$ cat src/common/adc_seq_consts.vh
// constants for the converter mode sequencer
`ifndef ADC_SEQ_CONSTS_VH
`define ADC_SEQ_CONSTS_VH
// register offsets (4-bit address)
`define REG_CTRL 4'h0
`define REG_CFG 4'h1
`define REG_STATUS 4'h2
`define REG_MASK 4'h3
`define REG_RESULT0 4'h8
// control register fields
`define CTRL_START 0
`define CTRL_TRIG_EXT 1
`define CTRL_OPAMP 2
// config register fields
`define CFG_MODE_LO 0
`define CFG_MODE_HI 2
`define CFG_GRP_LO 3
`define CFG_GRP_HI 4
`define CFG_CH_LO 5
`define CFG_CH_HI 7
`define CFG_DIV_LO 8
`define CFG_DIV_HI 9
`define CFG_RES10 10
`define CFG_SH 11
`define CFG_RESET 12'h400
// modes
`define MODE_ONESHOT 3'h0
`define MODE_REPEAT 3'h1
`define MODE_SWEEP 3'h2
`define MODE_RSWEEP0 3'h3
`define MODE_RSWEEP1 3'h4
// clock divide codes
`define DIV_4 2'h0
`define DIV_2 2'h1
// conversion lengths in conversion-clock cycles
`define CYC_SH_10 7'd33
`define CYC_SH_8 7'd28
`define CYC_NSH_10 7'd59
`define CYC_NSH_8 7'd49
// status bits
`define ST_CONV_DONE 0
`define ST_SWEEP_DONE 1
`endif

$ cat src/adc_conv_timer.v
// conversion-clock divider and conversion length counter
`timescale 1ns/1ps
`default_nettype none
`include "adc_seq_consts.vh"
module adc_conv_timer (
    // clock and reset
    input wire i_clk,
    input wire i_reset_n,
    // control
    input wire i_run,
    input wire [1:0] i_div_sel,
    input wire i_res10,
    input wire i_sh,
    // done pulse after the full conversion length
    output reg o_done
);
    reg [1:0] pre_q;
    reg [6:0] cnt_q;
    reg [6:0] len;
    reg tick;
    always @* begin
        if (i_sh) begin
            len = i_res10 ? `CYC_SH_10 : `CYC_SH_8;
        end else begin
            len = i_res10 ? `CYC_NSH_10 : `CYC_NSH_8;
        end
        case (i_div_sel)
            `DIV_4: tick = (pre_q == 2'h3);
            `DIV_2: tick = pre_q[0];
            default: tick = 1'b1;
        endcase
    end
    always @(posedge i_clk or negedge i_reset_n) begin
        if (!i_reset_n) begin
            pre_q <= 2'h0;
            cnt_q <= 7'h00;
            o_done <= 1'b0;
        end else begin
            o_done <= 1'b0;
            if (!i_run) begin
                pre_q <= 2'h0;
                cnt_q <= 7'h00;
            end else begin
                pre_q <= pre_q + 2'h1;
                if (tick) begin
                    if (cnt_q == len - 7'h01) begin
                        cnt_q <= 7'h00;
                        o_done <= 1'b1;
                    end else begin
                        cnt_q <= cnt_q + 7'h01;
                    end
                end
            end
        end
    end
endmodule // adc_conv_timer
`default_nettype wire

$ cat src/adc_mode_sequencer.v
// mode sequencer for an eight-channel successive-approximation converter
// Functional notes
// - Op-amp one-shot routes the chosen channel to the expansion output and converts the expansion input.
// - Op-amp one-shot stores its result in the chosen channel register and raises the interrupt request.
// - Repeat mode converts the chosen channel and stores each result without interrupt request.
// - Repeat mode keeps converting the same channel until software clears start.
// - Single sweep converts channel 0 then each group channel, storing each result at once.
// - Single sweep ends with interrupt request, start cleared and converter halted.
// - Repeat sweep 0 loops over the group from channel 0 with no interrupt request.
// - Repeating modes stop only when software writes zero to start.
// - Sweep group is channels 0-1, 0-3, 0-5 or 0-7.
// - Repeat sweep 1 priority group is channel 0, 0-1, 0-2 or 0-3.
// - Conversion clock is source divided by four, two or one.
// - One conversion lasts 33/28 cycles with sample and hold, 59/49 without.
// - External trigger falling edge starts, and restarts a running conversion.
// - Repeat sweep 1 inserts one rotating non-priority channel after each priority pass.
// - Plain one-shot stores and raises interrupt request, then clears start and stops, or under external trigger keeps start and waits for the next edge.
`timescale 1ns/1ps
`default_nettype none
`include "adc_seq_consts.vh"
module adc_mode_sequencer #(
    parameter NCH = 8
) (
    // clock and reset
    input wire i_clk,
    input wire i_reset_n,
    // register port
    input wire [3:0] i_addr,
    input wire [15:0] i_wdata,
    input wire i_wr,
    input wire i_rd,
    output reg [15:0] o_rdata,
    // analog core
    output reg o_conv_start,
    output reg [2:0] o_chan_sel,
    output reg o_expansion_output_en,
    output reg o_sample_expansion_input,
    input wire i_conv_done,
    input wire [9:0] i_conv_result,
    // external trigger pin
    input wire i_external_trigger_pin,
    // interrupt
    output reg o_irq
);
    localparam S_IDLE = 2'h0;
    localparam S_WAIT = 2'h1;
    localparam S_CONV = 2'h2;

    reg [2:0] ctrl_q;
    reg [11:0] cfg_q;
    reg [1:0] status_q;
    reg [1:0] mask_q;
    reg [9:0] result_q [0:NCH-1];
    reg [1:0] state_q;
    reg [2:0] chan_q;
    reg [2:0] extra_q;
    reg trg_m_q;
    reg trg_s_q;
    reg trg_p_q;
    wire tmr_done;

    wire [2:0] mode = cfg_q[`CFG_MODE_HI:`CFG_MODE_LO];
    wire [1:0] grp = cfg_q[`CFG_GRP_HI:`CFG_GRP_LO];
    wire [2:0] sel_ch = cfg_q[`CFG_CH_HI:`CFG_CH_LO];
    wire start_f = ctrl_q[`CTRL_START];
    wire trig_ext = ctrl_q[`CTRL_TRIG_EXT];
    wire opamp = ctrl_q[`CTRL_OPAMP];
    wire sweep_mode = (mode == `MODE_SWEEP) || (mode == `MODE_RSWEEP0) ||
        (mode == `MODE_RSWEEP1);
    wire [2:0] sweep_last = {grp, 1'b1};
    wire [2:0] prio_last = {1'b0, grp};
    wire trig_fall = trg_p_q & ~trg_s_q;
    wire conv_end = (state_q == S_CONV) && i_conv_done && tmr_done;
    wire wr_ctrl = i_wr && (i_addr == `REG_CTRL);
    wire sw_stop = wr_ctrl && !i_wdata[`CTRL_START];
    wire rd_status = i_rd && (i_addr == `REG_STATUS);

    // timer gates completion to the documented conversion length
    adc_conv_timer u_timer (
        .i_clk(i_clk),
        .i_reset_n(i_reset_n),
        .i_run(state_q == S_CONV && !(trig_ext && trig_fall)),
        .i_div_sel(cfg_q[`CFG_DIV_HI:`CFG_DIV_LO]),
        .i_res10(cfg_q[`CFG_RES10]),
        .i_sh(cfg_q[`CFG_SH]),
        .o_done(tmr_done)
    );

    // next channel and end-of-pass decision
    reg [2:0] next_ch;
    reg [2:0] next_extra;
    reg pass_end;
    always @* begin
        next_ch = chan_q;
        next_extra = extra_q;
        pass_end = 1'b0;
        case (mode)
            `MODE_SWEEP, `MODE_RSWEEP0: begin
                pass_end = (chan_q == sweep_last);
                next_ch = pass_end ? 3'h0 : chan_q + 3'h1;
            end
            `MODE_RSWEEP1: begin
                if (chan_q == prio_last) begin
                    next_ch = extra_q;
                end else if (chan_q < prio_last) begin
                    next_ch = chan_q + 3'h1;
                end else begin
                    next_ch = 3'h0;
                    next_extra = (extra_q == 3'h7) ? prio_last + 3'h1 : extra_q + 3'h1;
                end
            end
            default: begin
                next_ch = sel_ch;
            end
        endcase
    end

    // pin synchroniser
    always @(posedge i_clk or negedge i_reset_n) begin
        if (!i_reset_n) begin
            trg_m_q <= 1'b1;
            trg_s_q <= 1'b1;
            trg_p_q <= 1'b1;
        end else begin
            trg_m_q <= i_external_trigger_pin;
            trg_s_q <= trg_m_q;
            trg_p_q <= trg_s_q;
        end
    end

    // result registers
    genvar g;
    generate
        for (g = 0; g < NCH; g = g + 1) begin : g_res
            always @(posedge i_clk or negedge i_reset_n) begin
                if (!i_reset_n) begin
                    result_q[g] <= 10'h000;
                end else if (conv_end && !sw_stop && chan_q == g) begin
                    result_q[g] <= i_conv_result;
                end
            end
        end
    endgenerate

    // sequencer, control and status
    always @(posedge i_clk or negedge i_reset_n) begin
        if (!i_reset_n) begin
            ctrl_q <= 3'h0;
            cfg_q <= `CFG_RESET;
            mask_q <= 2'h0;
            status_q <= 2'h0;
            state_q <= S_IDLE;
            chan_q <= 3'h0;
            extra_q <= 3'h0;
            o_conv_start <= 1'b0;
        end else begin
            o_conv_start <= 1'b0;
            if (wr_ctrl) begin
                ctrl_q <= i_wdata[2:0];
            end
            if (i_wr && i_addr == `REG_CFG) begin
                cfg_q <= i_wdata[11:0];
            end
            if (i_wr && i_addr == `REG_MASK) begin
                mask_q <= i_wdata[1:0];
            end
            if (rd_status) begin
                status_q <= 2'h0;
            end
            if (sw_stop) begin
                state_q <= S_IDLE;
            end else begin
                case (state_q)
                    S_IDLE: begin
                        if (wr_ctrl && i_wdata[`CTRL_START]) begin
                            chan_q <= sweep_mode ? 3'h0 : sel_ch;
                            extra_q <= prio_last + 3'h1;
                            if (i_wdata[`CTRL_TRIG_EXT]) begin
                                state_q <= S_WAIT;
                            end else begin
                                state_q <= S_CONV;
                                o_conv_start <= 1'b1;
                            end
                        end
                    end
                    S_WAIT: begin
                        if (trig_fall) begin
                            state_q <= S_CONV;
                            o_conv_start <= 1'b1;
                        end
                    end
                    S_CONV: begin
                        if (trig_ext && trig_fall) begin
                            chan_q <= sweep_mode ? 3'h0 : sel_ch;
                            extra_q <= prio_last + 3'h1;
                            o_conv_start <= 1'b1;
                        end else if (conv_end) begin
                            chan_q <= next_ch;
                            extra_q <= next_extra;
                            if (mode == `MODE_ONESHOT) begin
                                status_q[`ST_CONV_DONE] <= 1'b1;
                                state_q <= trig_ext ? S_WAIT : S_IDLE;
                                if (!trig_ext) begin
                                    ctrl_q[`CTRL_START] <= 1'b0;
                                end
                            end else if (mode == `MODE_SWEEP && pass_end) begin
                                status_q[`ST_SWEEP_DONE] <= 1'b1;
                                ctrl_q[`CTRL_START] <= 1'b0;
                                state_q <= S_IDLE;
                            end else begin
                                o_conv_start <= 1'b1;
                            end
                        end
                    end
                    default: begin
                        state_q <= S_IDLE;
                    end
                endcase
            end
        end
    end

    // outputs and read port
    always @(posedge i_clk or negedge i_reset_n) begin
        if (!i_reset_n) begin
            o_rdata <= 16'h0000;
            o_irq <= 1'b0;
            o_chan_sel <= 3'h0;
            o_expansion_output_en <= 1'b0;
            o_sample_expansion_input <= 1'b0;
        end else begin
            o_irq <= |(status_q & mask_q);
            o_chan_sel <= chan_q;
            o_expansion_output_en <= opamp && mode == `MODE_ONESHOT && state_q != S_IDLE;
            o_sample_expansion_input <= opamp && mode == `MODE_ONESHOT;
            o_rdata <= 16'h0000;
            if (i_rd) begin
                if (i_addr[3]) begin
                    o_rdata <= {6'h00, result_q[i_addr[2:0]]};
                end else begin
                    case (i_addr)
                        `REG_CTRL: o_rdata <= {13'h0000, ctrl_q};
                        `REG_CFG: o_rdata <= {4'h0, cfg_q};
                        `REG_STATUS: o_rdata <= {12'h000, state_q, status_q};
                        `REG_MASK: o_rdata <= {14'h0000, mask_q};
                        default: o_rdata <= 16'h0000;
                    endcase
                end
            end
        end
    end
endmodule // adc_mode_sequencer
`default_nettype wire

$ cat config.mk
export PLATFORM = sky130hd
export DESIGN_NAME = adc_mode_sequencer
export DESIGN_NICKNAME = d
export VERILOG_FILES = /design/src/adc_conv_timer.v /design/src/adc_mode_sequencer.v
export VERILOG_INCLUDE_DIRS = /design/src /design/src/common
export SDC_FILE = /design/constraint.sdc
export NUM_CORES = 1
export LEC_CHECK = 0
export BUFFER_PORTS_ARGS = -buffer_cell sky130_fd_sc_hd__buf_2
export CAP_MARGIN = 20
export CORE_ASPECT_RATIO = 0.5
export CORE_MARGIN = 2
export CORE_UTILIZATION = 50
export CTS_CLUSTER_SIZE = 28
export DETAILED_ROUTE_END_ITERATION = 6
export PLACE_DENSITY = 0.74
export SLEW_MARGIN = 20
export SYNTH_ARGS = -nofsm -noshare
export SYNTH_HDL_FRONTEND = slang
export SYNTH_SLANG_ARGS = --single-unit
export TNS_END_PERCENT = 30
$ cat constraint.sdc
create_clock -name i_clk -period 2.23 [get_ports i_clk]
set_clock_uncertainty 0.1 [all_clocks]
set_input_delay 0.223 -clock i_clk [delete_from_list [all_inputs] [get_ports i_clk]]
set_output_delay 0.223 -clock i_clk [all_outputs]
set_load 0.02 [all_outputs]
# == After elaboration in Yosys (flattened, before gate mapping) ==
# Cells that the tools add are included.
# W data, S select, Z words.
# word_totals
ff_bits,143
elab_cells,182
out_inout_bits,23
# classes
n_mux,70
order_cmp,2
addsub,6
n_bitwise,5
n_eq_ne,32
reduce_logical,39
# op_table
operator,n
$pmux W12 S4,1
$mux W3,14
$bmux W10 S3,1
$mux W2,14
$mux W7,4
$mux W1,24
$mux W12,2
$logic_and A1 B1 Y1,22
$mux W10,2
$eq A3 B3 Y1 const B,6
$pmux W3 S2,3
$eq A3 B2 Y1 const B,4
$ne A3 B2 Y1 const B,4
$ne A3 B3 Y1 const B,4
$eq A4 B2 Y1 const B,2
$add A7 B1 Y7 const B,1
$eq A7 B7 Y1,1
$reduce_and A7 Y1,1
$sub A7 B1 Y7 const B,1
$add A3 B1 Y3 const B,2
$logic_not A3 Y1,2
$mux W6,1
$pmux W2 S3,1
$reduce_and A5 Y1,1
other kinds (26),36

# == Depth between registers and ports, before layout ==
# Gate-level depths: netlist of the first run.
# depth
word_depth,10
mapped_depth,7
depth_no_buf,7

# == By module ==
# Synthesis of the first run repeated with hierarchy kept, for this count alone.
# unflattened
hier_cells,496
area_unflattened_um2,6837.8
# modules_own_cells
module,cells_per_inst,n_inst,area_each_um2
adc_mode_sequencer,431,1,6189.7
adc_conv_timer,65,1,648.1

# == Worst setup path after synthesis of the first run ==
# OpenSTA, ideal clock, no wires.
# synth_timing
kind,reg2reg
start,reg cfg_q[10]
end,reg u_timer.cnt_q[5]
path_slack_ps,184
synth_period_minus_slack_ps,2046
t_arrival_ps,1845
required_ps,2029
path_buffers,0
setup_ps,101
path_stages_with_launch,8
cell_sequence,dfstp_2 -> inv_1 -> ha_1 -> and4b_1 -> o21a_1 -> o2111ai_1 -> nor3b_1 -> nor4_1
# synth_between
elab_chain_len,7
# synth_lines
item,line_no,rtl
start: declaration,adc_mode_sequencer.v:50,reg [11:0] cfg_q;
start signal: assignment,adc_mode_sequencer.v:149,cfg_q <= `CFG_RESET;
start signal: assignment,adc_mode_sequencer.v:162,cfg_q <= i_wdata[11:0];
$mux W6 (no line) or $mux W4 (tied branches),n/a,
$mux W7 (*),adc_conv_timer.v:22,if (i_sh) begin
$sub A7 B1 Y7 (*),adc_conv_timer.v:46,if (cnt_q == len - 7'h01) begin
$eq A7 B7 Y1 (*),adc_conv_timer.v:46,
$mux W7 (*),adc_conv_timer.v:46,
$mux W7 (*),adc_conv_timer.v:45,if (tick) begin
$mux W7 (*),adc_conv_timer.v:40,if (!i_run) begin
end signal: assignment,adc_conv_timer.v:50,cnt_q <= cnt_q + 7'h01;
end: declaration,adc_conv_timer.v:18,reg [6:0] cnt_q;
# Every way passes the cells marked *; elsewhere a longest branch is shown, timed or not. The select of a mux whose other input is x is not followed.
# A chain may end at the register's enable or synchronous reset.

# == Final worst setup path of the first run ==
# layout_timing
start,reg cfg_q[10]
end,reg u_timer.cnt_q[1]
# Same word-level chain as after synthesis.

==> results.json, run 1 <==
{
  "leakage_uw": 0.00392,
  "grt_pass1_vias": 4647,
  "critical_path.startpoint_type": "flop",
  "place.port_buffers": 50,
  "grt_max_degree": 60,
  "min_to": "result_q[15]$_DFFE_PN0P_",
  "grt.busiest_layer": "met2",
  "area_growth_pct": 18.7,
  "period_needed_ns": 2.15,
  "ys.flop_type": "dfrtp_1",
  "grt_pass1_wl_mm": 24.7,
  "report.final.slew_viol_count": 0,
  "drc_errors": 0,
  "crit_arrival_ns": 2.35,
  "synth_area_per_cell_um2": 13.6,
  "seq_area_frac_synth": 0.500,
  "grt_remaining_overflow": 0,
  "routed_wirelength_mm": 15.0,
  "num_rows": 30,
  "crit_path_end_kind": "flop",
  "min_from": "i_conv_result[5]",
  "io_pins": 59,
  "crit_path_max_fanout": 4,
  "hold_viol": 0,
  "async_reset_ff_frac": 1.00,
  "dp_slack_ns": -0.0417,
  "clockBufferDepth": 2,
  "met1_usage": 0.295,
  "grt_use_met3": 0.0463,
  "rsz0062_at_grt": "yes",
  "timing.rr.end": "u_timer.cnt_q[1]$_DFFE_PN0P_",
  "relSlewSlack": 0.639,
  "setup_slack_ns": 0.0811,
  "outcome": "finished clean",
  "cts-root-buf": "clkbuf_16",
  "cts_tree": "built",
  "cts-htree-levels": 4,
  "place_inst": 755,
  "post_drt_wl_per_cell_um": 18.8,
  "drive_gt1_frac": 0.411,
  "synth_edf_count": 0,
  "cts.sinks": 139,
  "initial_core_util": 0.513,
  "ys_ff_latch": 139,
  "dr.pass1.iters": 5,
  "fmax_mhz": 465,
  "worstMarginPinSlew_ns": 0.542,
  "vias": 4566,
  "viasPerCell": 5.71,
  "crit_required_ns": 2.43,
  "fin_setup_tns_ns": 0,
  "ant_nets": 0,
  "dieArea_mm2": 0.0149,
  "die_w_um": 171,
  "reg2reg_depth": 8,
  "synthesis.area_mm2": 0.00697,
  "first_iter_violations": 362,
  "rrSetupSlack_ns": 0.08,
  "dpl.hpwl_mm": 9.70,
  "max-vdd-ir-drop_uv": 609,
  "num-fill-cells": 1020,
  "place_congestion": 0.842,
  "reg2reg_from": "cfg_q[10]$_DFFE_PN1P_",
  "critPathKind": "reg -> reg",
  "syn_inst": 512,
  "synth_cell_type_count": 69,
  "antenna_cells": 0,
  "cap_violations": 0,
  "track_usage": 0.219,
  "seqCellArea_mm2": 0.00348,
  "numCtsBuffers": 17,
  "grtUsageMet2": 0.358,
  "worstHoldPathCells": 2,
  "worst_hold_path_type": "in -> reg",
  "final_nets": 649,
  "clk_transition_reported_paths_ns": 0.06,
  "final_cells": 800,
  "multi_input_area_mm2": 0.00333,
  "setup_viol": 0,
  "antenna_found_initial": 0,
  "die_h_um": 87.5,
  "ys_warn_count": 0,
  "fin_crit_sh": 0.964,
  "coreArea_mm2": 0.0136,
  "pwr_density_cell_mw_per_mm2": 876,
  "clock_latency_ns": 0.42
}
## power by group
part / leakage, µW / switching, µW / internal, µW
sequential: 0.00188 / 195 / 2730
clock: 0.000279 / 1120 / 1680
combinational: 0.00177 / 874 / 651
## cell usage after synthesis, types with 6 or more instances
cell type  count  area (µm²)
nand2b_1       7        43.8
mux4_2        22         495
dfrtp_1      135        3380
and2_1         7        43.8
mux2i_1       11         110
buf_2          6        30.0
o21ai_0       24         120
ha_1          17         213
mux2_2        64         721
nor2_1        15        56.3
a31oi_1        7        43.8
clkbuf_1       6        22.5
buf_6          6        67.6
a21oi_1        7        35.0
inv_1          6        22.5
nand2_1       24        90.1
mux2_4        30         450
nor3_1         6        30.0
nor2b_1        7        43.8
and3_1         8        50.1
nand3_1       14        70.1
## cells in the final DEF, fill, tap and decap left out, types with 8 or more instances in the layout
cell           netlist  layout
mux2i_1             11      11
buf_4                5      20
mux2_2              64      64
mux4_2              22      22
ha_1                17      16
o21ai_0             24      24
nand3_1             14      14
buf_2                6      49
nor2_1              15      15
nand2_1             24      24
dfrtp_1            135     135
dlygate4sd3_1        0      14
clkbuf_16            0      17
and3_1               8       8
mux2_4              30      30
## cell families after synthesis
| family | share of synthesized area |
|---|---|
| AO/OA/AOI/OAI | 0.0697 |
| XOR/XNOR | 0.00377 |
| adder cells (fa/ha/maj) | 0.0305 |
| buffers and inverters | 0.0269 |
| flip-flops | 0.500 |
| multiplexers | 0.258 |
| other | 0.000538 |
| AND/OR/NAND/NOR | 0.110 |
## stage by stage
| stage | hold WS (ns) | instance area [µm²] | total power, µW | utilization |
|---|---|---|---|---|
| 6_report | 0.0299 | 8270 | 7240 | 0.609 |
| 5_1_grt | 0.0420 | 8270 | 7580 | 0.609 |
| 4_1_cts | 0.0229 | 8260 | 7250 | 0.608 |
| 3_5_place_dp | 0.132 | 7520 | 4420 | 0.553 |
| 3_3_place_gp | 0.130 | 7520 | 4370 | 0.553 |
| 2_1_floorplan | -0.173 | 6980 | 3920 | - |
## what timing repair did
action,4_1_cts,5_1_grt
buffers inserted,0,0
resized for setup,2,3
setup endpoints to repair,3,6
hold buffers,14,0
endpoints found under the hold margin,70,0
pin swaps,0,4
## registers in the layout (all words and copies together) (netlist names), 2 cells and up
name	cells
state_q	2
cfg_q	12
status_q	2
ctrl_q	3
chan_q	3
mask_q	2
extra_q	3
o_rdata	12
result_q	80
u_timer.pre_q	2
u_timer.cnt_q	7
o_chan_sel	3
## final cells by class
class,instances,area share
Clock inverter,13,0.0176
Tap cell,192,0.0291
Clock buffer,18,0.0531
Timing Repair Buffer,87,0.0734
Multi-Input combinational cell,345,0.403
Inverter,6,0.00272
Sequential cell,139,0.421
## layer usage
metal / part of all wire / vias to the layer above
li1: - / 2057
met2: 0.49 / 113
met1: 0.46 / 2369
met4: 0.018 / 0
met3: 0.042 / 27
met5: 0 / -
## worst max-delay path: stages (launching register included)
cell       delay, ns
dfstp_2         0.54
inv_2           0.05
ha_4            0.27
and4b_1         0.20
o21a_1          0.13
o2111ai_2       0.12
buf_4           0.17
or2_1           0.22
a32o_1          0.22
## worst max path at each step
| stage | start | to | slack [ns] | depth (start not counted) |
|---|---|---|---|---|
| finish | cfg_q[10]$_DFFE_PN1P_ | u_timer.cnt_q[1]$_DFFE_PN0P_ | 0.08 | 8 |
| CTS | cfg_q[10]$_DFFE_PN1P_ | u_timer.cnt_q[1]$_DFFE_PN0P_ | 0.006 | 8 |
| global route | cfg_q[10]$_DFFE_PN1P_ | u_timer.cnt_q[1]$_DFFE_PN0P_ | -0.004 | 8 |
| global placement | cfg_q[10]$_DFFE_PN1P_ | u_timer.cnt_q[1]$_DFFE_PN0P_ | 0.05 | 8 |
| floorplan | cfg_q[10]$_DFFE_PN1P_ | u_timer.cnt_q[5]$_DFFE_PN0P_ | 0.18 | 7 |
| detailed placement | cfg_q[10]$_DFFE_PN1P_ | u_timer.cnt_q[6]$_DFFE_PN0P_ | -0.04 | 8 |
(Power assumes the default switching activity.)
==> inputs of run 2 (changes only) <==
--- a/config.mk
+++ b/config.mk
@@ -10,10 +10,10 @@
 export CAP_MARGIN = 20
 export CORE_ASPECT_RATIO = 0.5
 export CORE_MARGIN = 2
-export CORE_UTILIZATION = 50
+export CORE_UTILIZATION = 30
 export CTS_CLUSTER_SIZE = 28
 export DETAILED_ROUTE_END_ITERATION = 6
-export PLACE_DENSITY = 0.74
+export PLACE_DENSITY = 0.51
 export SLEW_MARGIN = 20
 export SYNTH_ARGS = -nofsm -noshare
 export SYNTH_HDL_FRONTEND = slang
==> results.json, run 2 (synthesized netlist as in run 1, its figures left out) <==
{
  "dpl.hpwl_mm": 10.6,
  "timing.rr.end": "u_timer.cnt_q[1]$_DFFE_PN0P_",
  "fin_util": 0.373,
  "outcome": "finished clean",
  "seqCellArea_mm2": 0.00348,
  "place_congestion": 0.792,
  "grtUsageMet2": 0.216,
  "dr.pass1.iters": 4,
  "num_rows": 39,
  "routed_wirelength_mm": 15.8,
  "clockBufferDepth": 2,
  "first_iter_violations": 267,
  "numCtsBuffers": 17,
  "met1_usage": 0.197,
  "antenna_found_initial": 0,
  "fmax_mhz": 471,
  "rrSetupSlack_ns": 0.10,
  "io_pins": 59,
  "post_cts_buffers": 0,
  "pwr_density_cell_mw_per_mm2": 899,
  "die_h_um": 112,
  "rsz0062_at_grt": "no",
  "top_regs": "result_q (80), cfg_q (12), o_rdata (12)",
  "grt.busiest_layer": "met2",
  "num-fill-cells": 2166,
  "worstMarginPinSlew_ns": 0.520,
  "max_flop_register": "result_q",
  "grt_remaining_overflow": 0,
  "cp-startpoint": "cfg_q[10]$_DFFE_PN1P_",
  "cts-root-buf": "clkbuf_16",
  "grt_use_met3": 0.0339,
  "area_growth_pct": 22.0,
  "crit_path_max_fanout": 4,
  "die_w_um": 219,
  "relSlewSlack": 0.653,
  "clk_transition_reported_paths_ns": 0.06,
  "dieArea_mm2": 0.0245,
  "grt_max_degree": 55,
  "crit_arrival_ns": 2.32,
  "initial_core_util": 0.306,
  "cts-htree-levels": 4,
  "crit_required_ns": 2.43,
  "drc_errors": 0,
  "critical_path.startpoint_type": "flop",
  "max-vdd-ir-drop_uv": 581,
  "worst_hold_path_type": "in -> reg",
  "grt_pass1_wl_mm": 26.3,
  "clock_latency_ns": 0.42,
  "track_usage": 0.140,
  "leakage_uw": 0.00395,
  "largest_register_ffs": 80,
  "hold_viol": 0,
  "grt_pass1_vias": 4673,
  "cts.sinks": 139,
  "cap_violations": 0,
  "viasPerCell": 4.86,
  "ant_nets": 0,
  "reg2reg_from": "cfg_q[10]$_DFFE_PN1P_",
  "mostFrequentLayoutCells": "dfrtp_1 (134), mux2_2 (64), buf_2 (49)",
  "antenna_cells": 0,
  "setup.worst_path.end": "u_timer.cnt_q[1]$_DFFE_PN0P_",
  "fin_crit_sh": 0.953,
  "drive_gt1_frac": 0.413,
  "final_nets": 648,
  "cts_tree": "built",
  "fin_setup_tns_ns": 0,
  "post_drt_wl_per_cell_um": 17.3,
  "period_needed_ns": 2.13,
  "reg2reg_depth": 8,
  "crit_path_end_kind": "flop",
  "coreArea_mm2": 0.0228,
  "place.port_buffers": 50,
  "vias": 4441,
  "multi_input_area_mm2": 0.00334,
  "critPathKind": "reg -> reg",
  "final_common_cell": "dfrtp_1",
  "report.final.slew_viol_count": 0,
  "setup_viol": 0
}
## run 2: changes by cell type in the layout (fill, tap and decap cells not counted), moves of 2 or more
| cell | before | now |
|---|---|---|
| clkinv_2 | 2 | 0 |
| clkbuf_1 | 0 | 2 |
| inv_6 | 2 | 0 |
| clkinv_4 | 4 | 2 |
| bufinv_16 | 2 | 6 |
## run 2: stage by stage
step / std cells / hold slack (ns) / total power (µW) / instance area (µm²) / worst slack, ns
CTS: 913 / 0.00167 / 7690 / 8480 / 0.0383
detailed placement: 870 / 0.127 / 4450 / 7670 / 0.00337
global placement: 870 / 0.126 / 4430 / 7670 / 0.0397
global route: 913 / 0.00957 / 8050 / 8500 / 0.0229
floorplan: 515 / -0.173 / 3920 / 6980 / 0.184
finish: 913 / 0.0189 / 7640 / 8500 / 0.105
## run 2: what timing repair did
action                                  4_1_cts  5_1_grt
gates cloned                                  0        0
endpoints found under the setup margin        1        4
hold buffers                                 13        0
pin swaps                                     0        2
hold endpoints to repair                     65        0
gates resized for setup                       2        6
## run 2: how the worst min path moves through the flow
stage              start                        to  slack (ns)  depth (start not counted)
2_1_floorplan  i_reset_n      cfg_q[0]$_DFFE_PN0P_       -0.17                          0
3_3_place_gp   i_reset_n  result_q[69]$_DFFE_PN0P_        0.13                          1
3_5_place_dp   i_reset_n  result_q[79]$_DFFE_PN0P_        0.13                          1
4_1_cts             i_rd      o_rdata[2]$_DFF_PN0_       0.002                          2
5_1_grt             i_rd      o_rdata[2]$_DFF_PN0_        0.01                          2
6_report            i_rd      o_rdata[2]$_DFF_PN0_        0.02                          2
## run 2: report_power, final
part | internal [µW] | switching, µW
clock network | 2090 | 1080
logic | 649 | 887
registers | 2730 | 202
## run 2: layout make-up
cell class              instances  share of cell area
flip-flops and latches        139               0.410
inverters                       6             0.00265
repair buffers                 86              0.0717
multi-input cells             345               0.393
clock inverters                11              0.0259
well taps                     307              0.0452
clock buffers                  19              0.0509
## run 2: worst max-delay path, stage by stage (launching register included)
cell and delay [ns]:
dfstp_2 0.53, inv_2 0.05, ha_4 0.27, and4b_1 0.19, o21a_1 0.13, o2111ai_2 0.11, buf_4 0.16, or2_1 0.22
a32o_1 0.25
## run 2: per-layer routing
metal / part of all wire / up-vias / routed length, µm
met5: 0 / - / 0
met4: 0.010 / 0 / 163
met3: 0.026 / 16 / 404
met2: 0.47 / 45 / 7480
met1: 0.49 / 2320 / 7700
li1: - / 2060 / -
==> inputs of run 3 (changes only) <==
--- a/config.mk
+++ b/config.mk
@@ -8,12 +8,14 @@
 export LEC_CHECK = 0
 export BUFFER_PORTS_ARGS = -buffer_cell sky130_fd_sc_hd__buf_2
 export CAP_MARGIN = 20
+export CELL_PAD_IN_SITES_DETAIL_PLACEMENT = 1
+export CELL_PAD_IN_SITES_GLOBAL_PLACEMENT = 2
 export CORE_ASPECT_RATIO = 0.5
 export CORE_MARGIN = 2
 export CORE_UTILIZATION = 30
 export CTS_CLUSTER_SIZE = 28
 export DETAILED_ROUTE_END_ITERATION = 6
-export PLACE_DENSITY = 0.51
+export PLACE_DENSITY = 0.65
 export SLEW_MARGIN = 20
 export SYNTH_ARGS = -nofsm -noshare
 export SYNTH_HDL_FRONTEND = slang
==> results.json, run 3 (synthesized netlist as in run 1, its figures left out) <==
{
  "outcome": "finished clean",
  "cp-startpoint": "cfg_q[10]$_DFFE_PN1P_",
  "largest_register_ffs": 80,
  "pwr_density_cell_mw_per_mm2": 859,
  "drive_gt1_frac": 0.415,
  "crit_path_max_fanout": 4,
  "grt_max_degree": 60,
  "initial_core_util": 0.306,
  "place.port_buffers": 50,
  "fin_setup_tns_ns": 0,
  "numCtsBuffers": 17,
  "grt_use_met3": 0.0320,
  "report.final.slew_viol_count": 0,
  "first_iter_violations": 189,
  "min_from": "i_rd",
  "critPathKind": "reg -> reg",
  "antenna_cells": 0,
  "final_common_cell": "dfrtp_1",
  "reg2reg_from": "cfg_q[10]$_DFFE_PN1P_",
  "io_pins": 59,
  "cap_violations": 0,
  "mostFrequentLayoutCells": "dfrtp_1 (135), mux2_2 (64), buf_2 (49)",
  "viasPerCell": 4.80,
  "setup_viol": 0,
  "crit_chain": "inv_1, ha_4, and4b_1, o21a_1, o2111ai_2, buf_4, or2_1, a32o_1",
  "num_rows": 39,
  "crit_required_ns": 2.43,
  "critical-path-max-stage-delay_ns": 0.53,
  "dieArea_mm2": 0.0245,
  "period_needed_ns": 2.16,
  "grt_pass1_vias": 4765,
  "cts-root-buf": "clkbuf_16",
  "coreArea_mm2": 0.0228,
  "leakage_uw": 0.00394,
  "crit_path_end_kind": "flop",
  "met1_usage": 0.205,
  "final_nets": 650,
  "rsz0062_at_grt": "yes",
  "post_drt_wl_per_cell_um": 18.2,
  "area_growth_pct": 21.3,
  "cts.sinks": 139,
  "clk_transition_reported_paths_ns": 0.06,
  "crit_arrival_ns": 2.36,
  "max-vdd-ir-drop_uv": 399,
  "drc_errors": 0,
  "place_area_mm2": 0.00769,
  "fin_crit_sh": 0.969,
  "place_congestion": 0.765,
  "path_buf_inv": 2,
  "worst_hold_path_type": "in -> reg",
  "clockBufferDepth": 2,
  "cts_tree": "built",
  "vias": 4398,
  "critical_path.startpoint_type": "flop",
  "grt_remaining_overflow": 0,
  "grt_pass1_wl_mm": 27.2,
  "post_cts_buffers": 0,
  "clock_latency_ns": 0.41,
  "dr.pass1.iters": 4,
  "ant_nets": 0,
  "fmax_mhz": 463,
  "routed_wirelength_mm": 16.7,
  "grtUsageMet2": 0.226,
  "antenna_found_initial": 0,
  "max_flop_register": "result_q",
  "die_h_um": 112,
  "track_usage": 0.145,
  "top_regs": "result_q (80), cfg_q (12), o_rdata (12)",
  "dpl.hpwl_mm": 11.3,
  "critical_path.top_delay_family": "flip-flops",
  "final_cell_area_mm2": 0.00845,
  "grt.busiest_layer": "met2",
  "crit_slowest_cell": "dfstp_2",
  "hold_viol": 0,
  "die_w_um": 219,
  "p_total_uw": 7260,
  "cts-htree-levels": 4
}
-- run 3: where the power goes --
group	switching, µW	internal [µW]	leakage [µW]
clock	1080	1680	0.000286
sequential	200	2730	0.00188
combinational	897	664	0.00178
total	2180	5080	0.00394
-- run 3: layout make-up --
type	count	area, µm²
Fill cell	2390	14300
Clock inverter	9	86.3
Clock buffer	23	498
Multi-Input combinational cell	345	3350
Tap cell	307	384
Inverter	6	22.5
Sequential cell	139	3480
Timing Repair Buffer	88	624
-- run 3: final timing paths --
kind | end | slack [ns] | depth (start not counted)
max | u_timer.cnt_q[1]$_DFFE_PN0P_ | 0.07 | 8
min | o_rdata[2]$_DFF_PN0_ | 0.03 | 2
max reg2reg | u_timer.cnt_q[1]$_DFFE_PN0P_ | 0.07 | 8
min reg2reg | trg_s_q$_DFF_PN1_ | 0.26 | 0
max in group asynchronous | trg_p_q$_DFF_PN1_ | 1.17 | 3
min in group asynchronous | result_q[48]$_DFFE_PN0P_ | 0.16 | 2
-- run 3: repair_timing --
| action | 4_1_cts | 5_1_grt |
|---|---|---|
| gates resized for setup | 1 | 5 |
| pin swaps | 0 | 1 |
| hold endpoints to repair | 149 | 0 |
| gates cloned | 0 | 0 |
| hold buffers | 13 | 0 |
| endpoints found under the setup margin | 3 | 7 |
-- run 3: per-layer routing --
layer,wire length (µm),vias to the layer above
met3,324,9
met2,7780,27
li1,-,2066
met4,127,0
met5,0,-
met1,8440,2296
-- run 3: through the flow --
stage,hold WS (ns),worst slack (ns),cells,util
finish,0.0263,0.0693,917,0.371
floorplan,-0.173,0.184,515,-
global placement,0.0294,0.0236,872,0.337
global route,0.0197,-0.0470,917,0.371
CTS,0.0134,-0.0100,917,0.369
detailed placement,0.0347,-0.00891,872,0.337
